<file path="src/shared/fsw_pkg.sv">
// Notes on behaviour
// - overrunning register read repeats same value
// - power-up copies non-volatile into volatile status
// - status read returns volatile copy only
// - bit 0 shows busy, default zero
// - bit 1 shows write enable latch
// - bits 2 to 5 select protected region
// - bit 6 enables quad data function
// - bit 7 locks the status register
// - latch set by enable, cleared by disable, completion, nv aux write or reset
// - busy device ignores all but listed instructions
// - completion always clears busy bit
// - write enable instruction sets the latch
// - volatile write needs 50h then 01h
// - latch cleared by disable and on completion
// - program, erase, nv writes need latch set
// - C0h and 17h run without latch
// - program/erase into protected region is inhibited
// - chip erase needs all protect bits zero
// - lock bit plus low pin blocks writes
// - lock bit with high pin allows writes
// - quad bit turns shared pins into data
package fsw_pkg;

  // -------------------------------------------------
  // status register layout
  // -------------------------------------------------
  localparam int ST_BUSY = 0;
  localparam int ST_WEL = 1;
  localparam int ST_BP_LO = 2;
  localparam int ST_BP_HI = 5;
  localparam int ST_QE = 6;
  localparam int ST_LOCK = 7;
  localparam logic [5:0] NV_RESET = 6'h00;
  localparam logic [3:0] BP_NONE = 4'h0;
  localparam logic [3:0] BP_ALL_FROM = 4'hB;
  localparam logic [10:0] BLOCK_COUNT = 11'h400;
  localparam int ADDR_BLK_LO = 16;
  localparam int ADDR_BLK_HI = 25;

  // -------------------------------------------------
  // instruction codes
  // -------------------------------------------------
  localparam logic [7:0] OP_WRITE_STATUS_INSTR = 8'h01;
  localparam logic [7:0] OP_READ_STATUS_INSTR = 8'h05;
  localparam logic [7:0] OP_WRITE_ENABLE_INSTR = 8'h06;
  localparam logic [7:0] OP_WRITE_DISABLE_INSTR = 8'h04;
  localparam logic [7:0] OP_VWREN = 8'h50;
  localparam logic [7:0] OP_PP = 8'h02;
  localparam logic [7:0] OP_PP4 = 8'h12;
  localparam logic [7:0] OP_PPQ_A = 8'h32;
  localparam logic [7:0] OP_PPQ_B = 8'h38;
  localparam logic [7:0] OP_PPQ4_A = 8'h34;
  localparam logic [7:0] OP_PPQ4_B = 8'h3E;
  localparam logic [7:0] OP_SE_A = 8'hD7;
  localparam logic [7:0] OP_SE_B = 8'h20;
  localparam logic [7:0] OP_SE4 = 8'h21;
  localparam logic [7:0] OP_BE32 = 8'h52;
  localparam logic [7:0] OP_BE32_4 = 8'h5C;
  localparam logic [7:0] OP_BE64 = 8'hD8;
  localparam logic [7:0] OP_BE64_4 = 8'hDC;
  localparam logic [7:0] OP_CE_A = 8'hC7;
  localparam logic [7:0] OP_CE_B = 8'h60;
  localparam logic [7:0] OP_WRFR = 8'h42;
  localparam logic [7:0] OP_SRPNV = 8'h65;
  localparam logic [7:0] OP_VOLATILE_READ_PARAM_WRITE = 8'h63;
  localparam logic [7:0] OP_BRV = 8'hC5;
  localparam logic [7:0] OP_ALT_RP = 8'hC0;
  localparam logic [7:0] OP_ALT_BR = 8'h17;
  localparam logic [7:0] OP_RDFR = 8'h48;
  localparam logic [7:0] OP_RDERP = 8'h81;
  localparam logic [7:0] OP_RST_EN = 8'h66;
  localparam logic [7:0] OP_RST = 8'h99;
  localparam logic [7:0] OP_SUSP_A = 8'h75;
  localparam logic [7:0] OP_SUSP_B = 8'hB0;

  // -------------------------------------------------
  // timing
  // -------------------------------------------------
  localparam int CLK_PERIOD_NS = 20;
  localparam int NV_WR_TIME_NS = 50000;
  localparam int NV_WR_CYCLES = (NV_WR_TIME_NS + CLK_PERIOD_NS - 1) / CLK_PERIOD_NS;
  localparam int TMR_W = 12;

  // -------------------------------------------------
  // types
  // -------------------------------------------------
  typedef enum logic [1:0] {
    FR_OPC = 2'b00,
    FR_ADDR = 2'b01,
    FR_DATA = 2'b11,
    FR_SKIP = 2'b10
  } fsw_frame_t;

  typedef struct packed {
    logic [7:0] opcode;
    logic [31:0] addr;
    logic [7:0] data;
  } fsw_op_t;

  typedef struct packed {
    logic sck;
    logic cs_n;
    logic si;
  } fsw_spi_in_t;

endpackage

</file>
<file path="src/fsw_spi_shift.sv">
`timescale 1ns/1ps
`default_nettype none
module fsw_spi_shift (
  // clock and reset
  input wire logic sys_clk,
  input wire logic rst_n,
  input wire logic clk_en,
  // raw pins
  input wire fsw_pkg::fsw_spi_in_t pins,
  // byte side
  input wire logic [7:0] tx_byte,
  output logic [7:0] rx_byte,
  output logic rx_valid,
  output logic so_bit,
  output logic frame_end
);
  import fsw_pkg::*;

  fsw_spi_in_t meta_r;
  fsw_spi_in_t sync_r;
  fsw_spi_in_t last_r;
  logic [2:0] bit_cnt_r;
  logic [7:0] rx_sh_r;
  logic [7:0] tx_sh_r;
  logic rise;
  logic fall;

  assign rise = sync_r.sck & ~last_r.sck & ~sync_r.cs_n;
  assign fall = ~sync_r.sck & last_r.sck & ~sync_r.cs_n;

  always_ff @(posedge sys_clk or negedge rst_n)
    if (!rst_n)
    begin
      meta_r <= '{sck: 1'b0, cs_n: 1'b1, si: 1'b0};
      sync_r <= '{sck: 1'b0, cs_n: 1'b1, si: 1'b0};
      last_r <= '{sck: 1'b0, cs_n: 1'b1, si: 1'b0};
    end
    else if (clk_en)
    begin
      meta_r <= pins;
      sync_r <= meta_r;
      last_r <= sync_r;
    end

  always_ff @(posedge sys_clk or negedge rst_n)
    if (!rst_n)
    begin
      bit_cnt_r <= 3'h0;
      rx_sh_r <= 8'h00;
      rx_byte <= 8'h00;
      rx_valid <= 1'b0;
      frame_end <= 1'b0;
    end
    else if (clk_en)
    begin
      rx_valid <= 1'b0;
      frame_end <= sync_r.cs_n & ~last_r.cs_n;
      if (sync_r.cs_n)
        bit_cnt_r <= 3'h0;
      else if (rise)
      begin
        rx_sh_r <= {rx_sh_r[6:0], sync_r.si};
        bit_cnt_r <= bit_cnt_r + 3'h1;
        if (bit_cnt_r == 3'h7)
        begin
          rx_byte <= {rx_sh_r[6:0], sync_r.si};
          rx_valid <= 1'b1;
        end
      end
    end

  // a fresh byte is taken at every byte boundary, so a long read repeats
  always_ff @(posedge sys_clk or negedge rst_n)
    if (!rst_n)
    begin
      tx_sh_r <= 8'h00;
      so_bit <= 1'b0;
    end
    else if (clk_en && fall)
    begin
      if (bit_cnt_r == 3'h0)
      begin
        so_bit <= tx_byte[7];
        tx_sh_r <= {tx_byte[6:0], 1'b0};
      end
      else
      begin
        so_bit <= tx_sh_r[7];
        tx_sh_r <= {tx_sh_r[6:0], 1'b0};
      end
    end

endmodule
`default_nettype wire

</file>
<file path="src/fsw_ctrl.sv">
`timescale 1ns/1ps
`default_nettype none
module fsw_ctrl (
  // clock and reset
  input wire logic sys_clk,
  input wire logic rst_n,
  input wire logic clk_en,
  // serial link pins
  input wire fsw_pkg::fsw_spi_in_t spi_in,
  output logic so_out,
  output logic so_oe,
  // shared pins: write protect / data_line_2, hold-reset / data_line_3
  input wire logic wp_n_dl2_in,
  output logic wp_n_dl2_out,
  output logic wp_n_dl2_oe,
  input wire logic hold_n_dl3_in,
  output logic hold_n_dl3_out,
  output logic hold_n_dl3_oe,
  output logic pins_are_data,
  // array engine
  output logic op_start,
  output fsw_pkg::fsw_op_t op_req,
  input wire logic op_done,
  // other register writes and control requests
  output logic aux_write,
  output fsw_pkg::fsw_op_t aux_req,
  output logic suspend_req,
  output logic soft_reset_req,
  output logic hw_reset_req,
  // status view
  output logic [7:0] status_out
);
  import fsw_pkg::*;

  // -------------------------------------------------
  // declarations
  // -------------------------------------------------
  logic [7:0] rx_byte;
  logic rx_valid;
  logic frame_end;
  logic so_bit;
  logic [7:0] status;
  fsw_frame_t frame_r;
  logic [7:0] opcode_r;
  logic [31:0] addr_r;
  logic [2:0] addr_left_r;
  logic [7:0] data_r;
  logic data_seen_r;
  logic read_mode_r;
  logic [5:0] vol_hi_r;
  logic [5:0] nv_hi_r;
  logic pwr_up_done_r;
  logic wel_r;
  logic busy_r;
  logic busy_tmr_r;
  logic [TMR_W-1:0] tmr_r;
  logic vol_arm_r;
  logic rst_arm_r;
  logic wp_meta_r;
  logic wp_sync_r;
  logic hold_meta_r;
  logic hold_sync_r;
  logic exec;
  logic done_evt;
  logic wp_low;
  logic locked;
  logic write_status_instr_ok;
  logic write_status_instr_vol;
  logic write_status_instr_nv;
  logic arr_ok;
  logic is_ce;
  logic aux_ok;
  logic aux_nv;

  // -------------------------------------------------
  // opcode classes
  // -------------------------------------------------
  function automatic logic is_arr(input logic [7:0] op);
    return op inside {OP_PP, OP_PP4, OP_PPQ_A, OP_PPQ_B, OP_PPQ4_A, OP_PPQ4_B,
                      OP_SE_A, OP_SE_B, OP_SE4, OP_BE32, OP_BE32_4, OP_BE64,
                      OP_BE64_4, OP_CE_A, OP_CE_B};
  endfunction

  function automatic logic is_addr4(input logic [7:0] op);
    return op inside {OP_PP4, OP_PPQ4_A, OP_PPQ4_B, OP_SE4, OP_BE32_4, OP_BE64_4};
  endfunction

  function automatic logic has_addr(input logic [7:0] op);
    return is_arr(op) && !(op inside {OP_CE_A, OP_CE_B});
  endfunction

  function automatic logic busy_ok(input logic [7:0] op);
    return op inside {OP_READ_STATUS_INSTR, OP_RDFR, OP_RDERP, OP_RST_EN, OP_RST, OP_SUSP_A, OP_SUSP_B};
  endfunction

  function automatic logic addr_protected(input logic [3:0] bp, input logic [31:0] a);
    logic [10:0] blk;
    logic [10:0] span;
    blk = {1'b0, a[ADDR_BLK_HI:ADDR_BLK_LO]};
    span = 11'h001 << (bp - 4'h1);
    if (bp == BP_NONE)
      return 1'b0;
    if (bp >= BP_ALL_FROM)
      return 1'b1;
    return blk >= (BLOCK_COUNT - span);
  endfunction

  // -------------------------------------------------
  // serial shifter
  // -------------------------------------------------
  fsw_spi_shift u_shift (
    .sys_clk(sys_clk),
    .rst_n(rst_n),
    .clk_en(clk_en),
    .pins(spi_in),
    .tx_byte(status),
    .rx_byte(rx_byte),
    .rx_valid(rx_valid),
    .so_bit(so_bit),
    .frame_end(frame_end)
  );

  // only the volatile copy ever reaches the read path
  assign status = {vol_hi_r, wel_r, busy_r};

  // -------------------------------------------------
  // shared pin synchronisers
  // -------------------------------------------------
  always_ff @(posedge sys_clk or negedge rst_n)
    if (!rst_n)
    begin
      wp_meta_r <= 1'b1;
      wp_sync_r <= 1'b1;
      hold_meta_r <= 1'b1;
      hold_sync_r <= 1'b1;
    end
    else if (clk_en)
    begin
      wp_meta_r <= wp_n_dl2_in;
      wp_sync_r <= wp_meta_r;
      hold_meta_r <= hold_n_dl3_in;
      hold_sync_r <= hold_meta_r;
    end

  // pins serve as protect and reset only while quad is off
  assign wp_low = ~wp_sync_r & ~vol_hi_r[ST_QE - 2];
  assign locked = vol_hi_r[ST_LOCK - 2] & wp_low;

  // -------------------------------------------------
  // instruction framing
  // -------------------------------------------------
  always_ff @(posedge sys_clk or negedge rst_n)
    if (!rst_n)
    begin
      frame_r <= FR_OPC;
      opcode_r <= 8'h00;
      addr_r <= 32'h0000_0000;
      addr_left_r <= 3'h0;
      data_r <= 8'h00;
      data_seen_r <= 1'b0;
      read_mode_r <= 1'b0;
    end
    else if (clk_en)
    begin
      if (frame_end)
      begin
        frame_r <= FR_OPC;
        data_seen_r <= 1'b0;
        read_mode_r <= 1'b0;
      end
      else if (rx_valid)
      begin
        unique case (frame_r)
          FR_OPC:
          begin
            opcode_r <= rx_byte;
            addr_r <= 32'h0000_0000;
            if (busy_r && !busy_ok(rx_byte))
              frame_r <= FR_SKIP;
            else if (has_addr(rx_byte))
            begin
              frame_r <= FR_ADDR;
              addr_left_r <= is_addr4(rx_byte) ? 3'h4 : 3'h3;
            end
            else
            begin
              frame_r <= FR_DATA;
              read_mode_r <= (rx_byte == OP_READ_STATUS_INSTR);
            end
          end
          FR_ADDR:
          begin
            addr_r <= {addr_r[23:0], rx_byte};
            addr_left_r <= addr_left_r - 3'h1;
            if (addr_left_r == 3'h1)
              frame_r <= FR_DATA;
          end
          FR_DATA:
          begin
            if (!data_seen_r)
            begin
              data_r <= rx_byte;
              data_seen_r <= 1'b1;
            end
          end
          FR_SKIP:
          begin
            frame_r <= FR_SKIP;
          end
        endcase
      end
    end

  // -------------------------------------------------
  // decode at chip select release
  // -------------------------------------------------
  assign exec = frame_end & (frame_r == FR_DATA);
  assign is_ce = opcode_r inside {OP_CE_A, OP_CE_B};
  assign write_status_instr_ok = exec & (opcode_r == OP_WRITE_STATUS_INSTR) & data_seen_r & ~busy_r & ~locked;
  assign write_status_instr_vol = write_status_instr_ok & vol_arm_r;
  assign write_status_instr_nv = write_status_instr_ok & ~vol_arm_r & wel_r;
  assign arr_ok = exec & is_arr(opcode_r) & wel_r & ~busy_r
                  & (is_ce ? (vol_hi_r[ST_BP_HI-2:ST_BP_LO-2] == BP_NONE)
                     : !addr_protected(vol_hi_r[ST_BP_HI-2:ST_BP_LO-2], addr_r));
  assign aux_nv = opcode_r inside {OP_WRFR, OP_SRPNV, OP_VOLATILE_READ_PARAM_WRITE, OP_BRV};
  assign aux_ok = exec & ~busy_r
                  & ((aux_nv & wel_r)
                     | (opcode_r inside {OP_ALT_RP, OP_ALT_BR}));
  assign done_evt = busy_r & (busy_tmr_r ? (tmr_r == TMR_W'(0)) : op_done);

  // -------------------------------------------------
  // status bits
  // -------------------------------------------------
  always_ff @(posedge sys_clk or negedge rst_n)
    if (!rst_n)
    begin
      nv_hi_r <= NV_RESET;
      vol_hi_r <= 6'h00;
      pwr_up_done_r <= 1'b0;
    end
    else if (clk_en)
    begin
      if (!pwr_up_done_r)
      begin
        vol_hi_r <= nv_hi_r;
        pwr_up_done_r <= 1'b1;
      end
      else if (exec && opcode_r == OP_RST && rst_arm_r)
        vol_hi_r <= nv_hi_r;
      else if (write_status_instr_vol)
        vol_hi_r <= data_r[ST_LOCK:ST_BP_LO];
      else if (write_status_instr_nv)
      begin
        nv_hi_r <= data_r[ST_LOCK:ST_BP_LO];
        vol_hi_r <= data_r[ST_LOCK:ST_BP_LO];
      end
    end

  // volatile write status never touches the latch; nv write status clears it on completion
  always_ff @(posedge sys_clk or negedge rst_n)
    if (!rst_n)
      wel_r <= 1'b0;
    else if (clk_en)
    begin
      if (exec && !busy_r && opcode_r == OP_WRITE_ENABLE_INSTR)
        wel_r <= 1'b1;
      else if (exec && !busy_r && opcode_r == OP_WRITE_DISABLE_INSTR)
        wel_r <= 1'b0;
      else if (done_evt || (aux_ok && aux_nv))
        wel_r <= 1'b0;
      else if (exec && opcode_r == OP_RST && rst_arm_r)
        wel_r <= 1'b0;
    end

  // arming by 50h lasts for the next instruction only
  always_ff @(posedge sys_clk or negedge rst_n)
    if (!rst_n)
    begin
      vol_arm_r <= 1'b0;
      rst_arm_r <= 1'b0;
    end
    else if (clk_en && exec)
    begin
      vol_arm_r <= (opcode_r == OP_VWREN) & ~busy_r;
      rst_arm_r <= (opcode_r == OP_RST_EN);
    end

  // -------------------------------------------------
  // busy tracking
  // -------------------------------------------------
  always_ff @(posedge sys_clk or negedge rst_n)
    if (!rst_n)
    begin
      busy_r <= 1'b0;
      busy_tmr_r <= 1'b0;
      tmr_r <= TMR_W'(0);
    end
    else if (clk_en)
    begin
      if (write_status_instr_nv)
      begin
        busy_r <= 1'b1;
        busy_tmr_r <= 1'b1;
        tmr_r <= TMR_W'(NV_WR_CYCLES - 1);
      end
      else if (arr_ok)
      begin
        busy_r <= 1'b1;
        busy_tmr_r <= 1'b0;
      end
      else if (done_evt)
        busy_r <= 1'b0;
      else if (busy_r && busy_tmr_r)
        tmr_r <= tmr_r - TMR_W'(1);
    end

  // -------------------------------------------------
  // requests to the rest of the device
  // -------------------------------------------------
  always_ff @(posedge sys_clk or negedge rst_n)
    if (!rst_n)
    begin
      op_start <= 1'b0;
      op_req <= '0;
      aux_write <= 1'b0;
      aux_req <= '0;
      suspend_req <= 1'b0;
      soft_reset_req <= 1'b0;
      hw_reset_req <= 1'b0;
    end
    else if (clk_en)
    begin
      op_start <= arr_ok;
      aux_write <= aux_ok;
      suspend_req <= exec & busy_r & (opcode_r inside {OP_SUSP_A, OP_SUSP_B});
      soft_reset_req <= exec & (opcode_r == OP_RST) & rst_arm_r;
      hw_reset_req <= ~hold_sync_r & ~vol_hi_r[ST_QE - 2];
      if (arr_ok)
        op_req <= '{opcode: opcode_r, addr: addr_r, data: data_r};
      if (aux_ok)
        aux_req <= '{opcode: opcode_r, addr: addr_r, data: data_r};
    end

  // -------------------------------------------------
  // pin outputs
  // -------------------------------------------------
  always_ff @(posedge sys_clk or negedge rst_n)
    if (!rst_n)
    begin
      so_out <= 1'b0;
      so_oe <= 1'b0;
      wp_n_dl2_out <= 1'b0;
      wp_n_dl2_oe <= 1'b0;
      hold_n_dl3_out <= 1'b0;
      hold_n_dl3_oe <= 1'b0;
      pins_are_data <= 1'b0;
      status_out <= 8'h00;
    end
    else if (clk_en)
    begin
      so_out <= so_bit;
      so_oe <= read_mode_r;
      wp_n_dl2_out <= 1'b0;
      wp_n_dl2_oe <= 1'b0;
      hold_n_dl3_out <= 1'b0;
      hold_n_dl3_oe <= 1'b0;
      pins_are_data <= vol_hi_r[ST_QE - 2];
      status_out <= status;
    end

endmodule
`default_nettype wire

</file>
<file path="config.mk">
export PLATFORM = sky130hd
export DESIGN_NAME = fsw_ctrl
export DESIGN_NICKNAME = d
export VERILOG_FILES = /design/src/shared/fsw_pkg.sv /design/src/fsw_spi_shift.sv /design/src/fsw_ctrl.sv
export SDC_FILE = /design/constraint.sdc
export NUM_CORES = 1
export LEC_CHECK = 0
export ABC_AREA = 1
export BUFFER_PORTS_ARGS = -buffer_cell sky130_fd_sc_hd__buf_2
export CORE_MARGIN = 4
export CORE_UTILIZATION = 63
export DETAILED_ROUTE_END_ITERATION = 16
export PLACE_DENSITY = 0.81
export SLEW_MARGIN = 0
export SYNTH_ARGS = -nofsm -noshare
export SYNTH_HDL_FRONTEND = slang
export SYNTH_HIERARCHICAL = 1
export SYNTH_SLANG_ARGS = --single-unit
</file>
<file path="constraint.sdc">
create_clock -name sys_clk -period 7.3 [get_ports sys_clk]
set_input_delay 0.365 -clock sys_clk [delete_from_list [all_inputs] [get_ports sys_clk]]
set_output_delay 0.365 -clock sys_clk [all_outputs]
set_load 0.02 [all_outputs]
</file>
==> flow_metrics.py <==
metrics = {
    "timing": {
        "final-max-slew-violation-count": 0,
        "worst_slew_margin_rel_pct": 12.47,
        "setup_repair_after_global_routing_missed_its_margin": "no",
        "setup_ws_ns": 3.424,
        "hold_violations": 0,
        "worst_clock_skew_ns": 0.009568,
        "setup-tns-final_ns": 0,
        "fmax_mhz": 258.0,
        "timing.final.setup_violations": 0,
        "final.min_clock_period_ns": 3.876,
        "timing.final.crit_share_pct": 53.10,
        "transition_time_at_the_pin_with_the_least_slew_margin_ns": 1.310,
    },
    "worst_setup_path": {
        "worst_setup_path_end_kind": "flip-flop",
        "worst_setup_startpoint": "vol_hi_r[3]$_DFFE_PN0P_",
        "critical_path.reg2reg.endpoint": "op_req[32]$_DFFE_PN0P_",
        "critPathLaunchType": "flip-flop",
        "cp_top_family": "simple AND/OR/NAND/NOR gates",
        "worst_r2r_startpoint": "vol_hi_r[3]$_DFFE_PN0P_",
        "critPathMostFrequentCell": "sky130_fd_sc_hd__nand2_1",
        "critPathRequiredTime_ns": 7.70,
        "worstSetupPathDepth": 21,
        "worst_setup_path_endpoint": "op_req[32]$_DFFE_PN0P_",
        "slowest_stage": "sky130_fd_sc_hd__nand3_2",
        "crit_arrival_ns": 4.28,
        "path_cells": "inv_1, nand2_1, nor2_1, inv_1, ha_1, inv_1, nor2_1, o31ai_1, ha_1, nand2_1, nand2_1, a21oi_1, nand2_1, nand2_1, nand2_1, nand2_1, nand2_1, nand2_1, nand3_2, nand2_1, nand2_1",
        "criticalPathCategory": "flip-flop to flip-flop",
        "timing.critical_path.slowest_cell_delay_ns": 0.89,
        "regToRegSetupSlack_ns": 3.42,
        "r2r.worst_path.cells": 21,
        "cp_num_buf_inv": 3,
        "worst-path-max-fanout": 51,
    },
    "drt": {
        "totalWireLength_mm": 29.22,
        "routed-via-count": 9641,
        "detail-route-antenna-nets": 0,
        "route.detailed.vias_per_inst": 5.861,
        "post-route-drc-count": 0,
        "drt_pre_antenna_iters": 7,
        "violation_count_after_the_first_detailed_route_iteration": 867,
        "drt-wirelength-per-cell_um": 17.76,
    },
    "job": {
        "timing.max_cap.violations": 0,
    },
    "logic_synthesis": {
        "synth.avg_cell_area_um2": 8.371,
        "synth_sequential_area_ratio_pct": 53.97,
        "synth.cell_area_um2": 10960,
        "post_synth_inst_count": 1309,
        "yosysWarnings": 6,
        "flop_and_latch_count_out_of_synthesis": 236,
        "synth_cell_type_count": 46,
    },
    "place": {
        "place_worst_setup_slack_ns": 3.477,
        "dpl-instance-area_um2": 11600,
        "io_buffers": 120,
        "detailedPlacementHpwl_mm": 19.40,
        "gp_congestion": 0.9926,
    },
    "final_layout": {
        "final_nets": 1439,
        "post_route_cells_drive_above_1_share_pct": 14.32,
        "syn2layout_area_growth_pct": 13.92,
        "layout.filler_cells": 1291,
        "fin_util_pct": 74.22,
        "insertedDiodeCount": 0,
        "finish.instance_area_um2": 12480,
    },
    "clocking": {
        "clock_sink_count": 236,
        "clk_pin_slew_ns": 0.06,
        "cts_root_buffer": "sky130_fd_sc_hd__clkbuf_16",
        "clock_insertion_delay_worst_skew_ns": 0.53,
        "cts_max_path_buffers": 3,
        "ctsResizeCount": 0,
        "cts_htree_levels": 1,
        "cts_post_setup_buffers_inserted": 0,
        "number_of_buffers_added_by_the_clock_tree_synthesis_step": 25,
        "cts_tree": "done",
    },
    "grt": {
        "grt_util_met1_pct": 43.29,
        "global_route.overflow_total": 0,
        "gr-usage-met3_pct": 4.700,
        "maximum_number_of_pins_on_one_net_before_global_route_repair": 90,
        "top_usage_layer": "met2",
        "number_of_global_route_vias_before_repair": 9388,
        "first_pass_grt_wire_length_mm": 48.33,
        "antenna_found_initial": 0,
        "gr-usage-met2_pct": 47.91,
        "total_grt_usage_pct": 30.07,
    },
    "die": {
        "initial_utilization_pct": 65.15,
        "fp.coreArea_um2": 16820,
        "top_level_ports": 125,
        "fp-row-count": 47,
        "floorplan.die_area_um2": 19570,
        "die_y_um": 139.9,
        "die_w_um": 139.9,
    },
    "power": {
        "irDropWorstVdd_mv": 0.2012,
        "power_density_nw_per_um2": 240.9,
        "static-leakage-power_nw": 6.795,
    },
    "run_status": {
        "outcome": "finished clean",
    },
    "hold_path": {
        "holdCritPathClass": "primary input to flip-flop",
    },
}
[cell usage after synthesis, drive strengths merged]
cell	n	area share [%]
dfrtp	229	52
nor3b	1	0.069
nand4	61	3.5
o31ai	4	0.27
inv	117	4.0
dfstp	7	1.7
a22oi	2	0.14
a21boi	2	0.14
nor2	76	3.1
ha	22	2.5
o2bb2ai	1	0.080
buf	40	2.2
and2	1	0.057
nand3b	4	0.27
nand3	82	4.0
clkbuf	18	0.62
o21a	1	0.069
or2	3	0.17
o21ai	115	5.3
nor3	11	0.55
a31oi	1	0.057
xor2	4	0.32
o22ai	33	1.9
or3	1	0.057
nand2	455	16
o21bai	1	0.069
conb	1	0.034
o211ai	2	0.14
a21oi	13	0.63
a32oi	1	0.080
[tightest hold or removal path: stages]
cell                      delay (ns)
sky130_fd_sc_hd__buf_2          0.10
sky130_fd_sc_hd__nand2_1        0.05
sky130_fd_sc_hd__nand2_1        0.05
[per-stage QoR]
step | hold slack [ns] | power [mW] | std cells
6_report | 0.03368 | 3.007 | 1645
5_1_grt | 0.04428 | 3.126 | 1645
4_1_cts | 0.02186 | 3.020 | 1645
3_5_place_dp | 0.3705 | 1.708 | 1600
3_3_place_gp | 0.3712 | 1.698 | 1600
2_1_floorplan | 0.06941 | 1.615 | 1312
[area by class of cell]
| cell class | count | area (um^2) | area share, % |
|---|---|---|---|
| clock buffers | 39 | 778.2 | 6.234 |
| clock inverters | 5 | 93.84 | 0.7517 |
| inverters | 117 | 439.2 | 3.518 |
| multi-input cells | 901 | 4317 | 34.58 |
| flip-flops and latches | 236 | 5914 | 47.38 |
| well taps | 220 | 275.3 | 2.205 |
| repair buffers | 127 | 665.6 | 5.332 |
[power by group]
| group | total, mW | internal, mW | switching [mW] |
|---|---|---|---|
| Sequential | 1.42 | 1.37 | 0.0469 |
| Clock | 1.32 | 0.803 | 0.513 |
| Combinational | 0.274 | 0.0791 | 0.195 |
| Total | 3.01 | 2.25 | 0.754 |
[per-layer routing]
metal / part of all wire (%) / vias up
met1: 42 / 4630
met4: 3.1 / 0
met3: 7.6 / 68
met2: 47 / 458
met5: 0 / -
li1: - / 4485
[sequential cells by signal, summed over array words and instances, names as in the netlist, 8 cells and up]
signal,flops
u_shift/rx_byte,8
status_out,8
aux_req,48
addr_r,32
data_r,8
op_req,48
tmr_r,12
opcode_r,8
[worst min-delay path by stage]
stage,start,end,slack (ns),cells after the start
after CTS,spi_in[1],u_shift/meta_r[1]$_DFFE_PN1P_,0.02,3
after detailed placement,rst_n,aux_write$_DFFE_PN0P_,0.37,1
after global placement,rst_n,aux_write$_DFFE_PN0P_,0.37,1
after floorplan,rst_n,addr_left_r[0]$_DFFE_PN0P_,0.07,0
after global routing,spi_in[1],u_shift/meta_r[1]$_DFFE_PN1P_,0.04,3
final,spi_in[1],u_shift/meta_r[1]$_DFFE_PN1P_,0.03,3
[what timing repair did]
item	4_1_cts	5_1_grt
hold endpoints to repair	68	0
hold buffers	1	0
endpoints found under the setup margin	0	0
[cell usage in the layout, fill, tap and decap left out, types with 6 or more instances in the layout]
cell	synthesis	final
sky130_fd_sc_hd__nand2_1	451	450
sky130_fd_sc_hd__nor2_1	68	68
sky130_fd_sc_hd__o22ai_1	33	33
sky130_fd_sc_hd__clkbuf_16	0	25
sky130_fd_sc_hd__buf_2	20	119
sky130_fd_sc_hd__o21ai_0	64	64
sky130_fd_sc_hd__inv_1	108	108
sky130_fd_sc_hd__dfstp_2	7	7
sky130_fd_sc_hd__a21oi_1	12	12
sky130_fd_sc_hd__nand3_1	79	78
sky130_fd_sc_hd__ha_1	22	22
sky130_fd_sc_hd__inv_2	9	9
sky130_fd_sc_hd__nor3_1	10	10
sky130_fd_sc_hd__o21ai_1	51	51
sky130_fd_sc_hd__nand4_1	60	60
sky130_fd_sc_hd__clkbuf_8	0	10
sky130_fd_sc_hd__dfrtp_1	229	229
sky130_fd_sc_hd__buf_4	13	6
[cell families after synthesis]
| logic type | after synthesis | synth area share [%] |
|---|---|---|
| and+or+nand+nor | 695 | 27.48 |
| DFF | 236 | 53.97 |
| AOI/OAI and AO/OA | 176 | 8.803 |
| buffers and inverters | 175 | 6.874 |
| adders and majority gates | 22 | 2.512 |
| xor gates and xnor gates | 4 | 0.3197 |
| other | 1 | 0.03422 |
No activity file was read; power rests on OpenSTA's default activity.
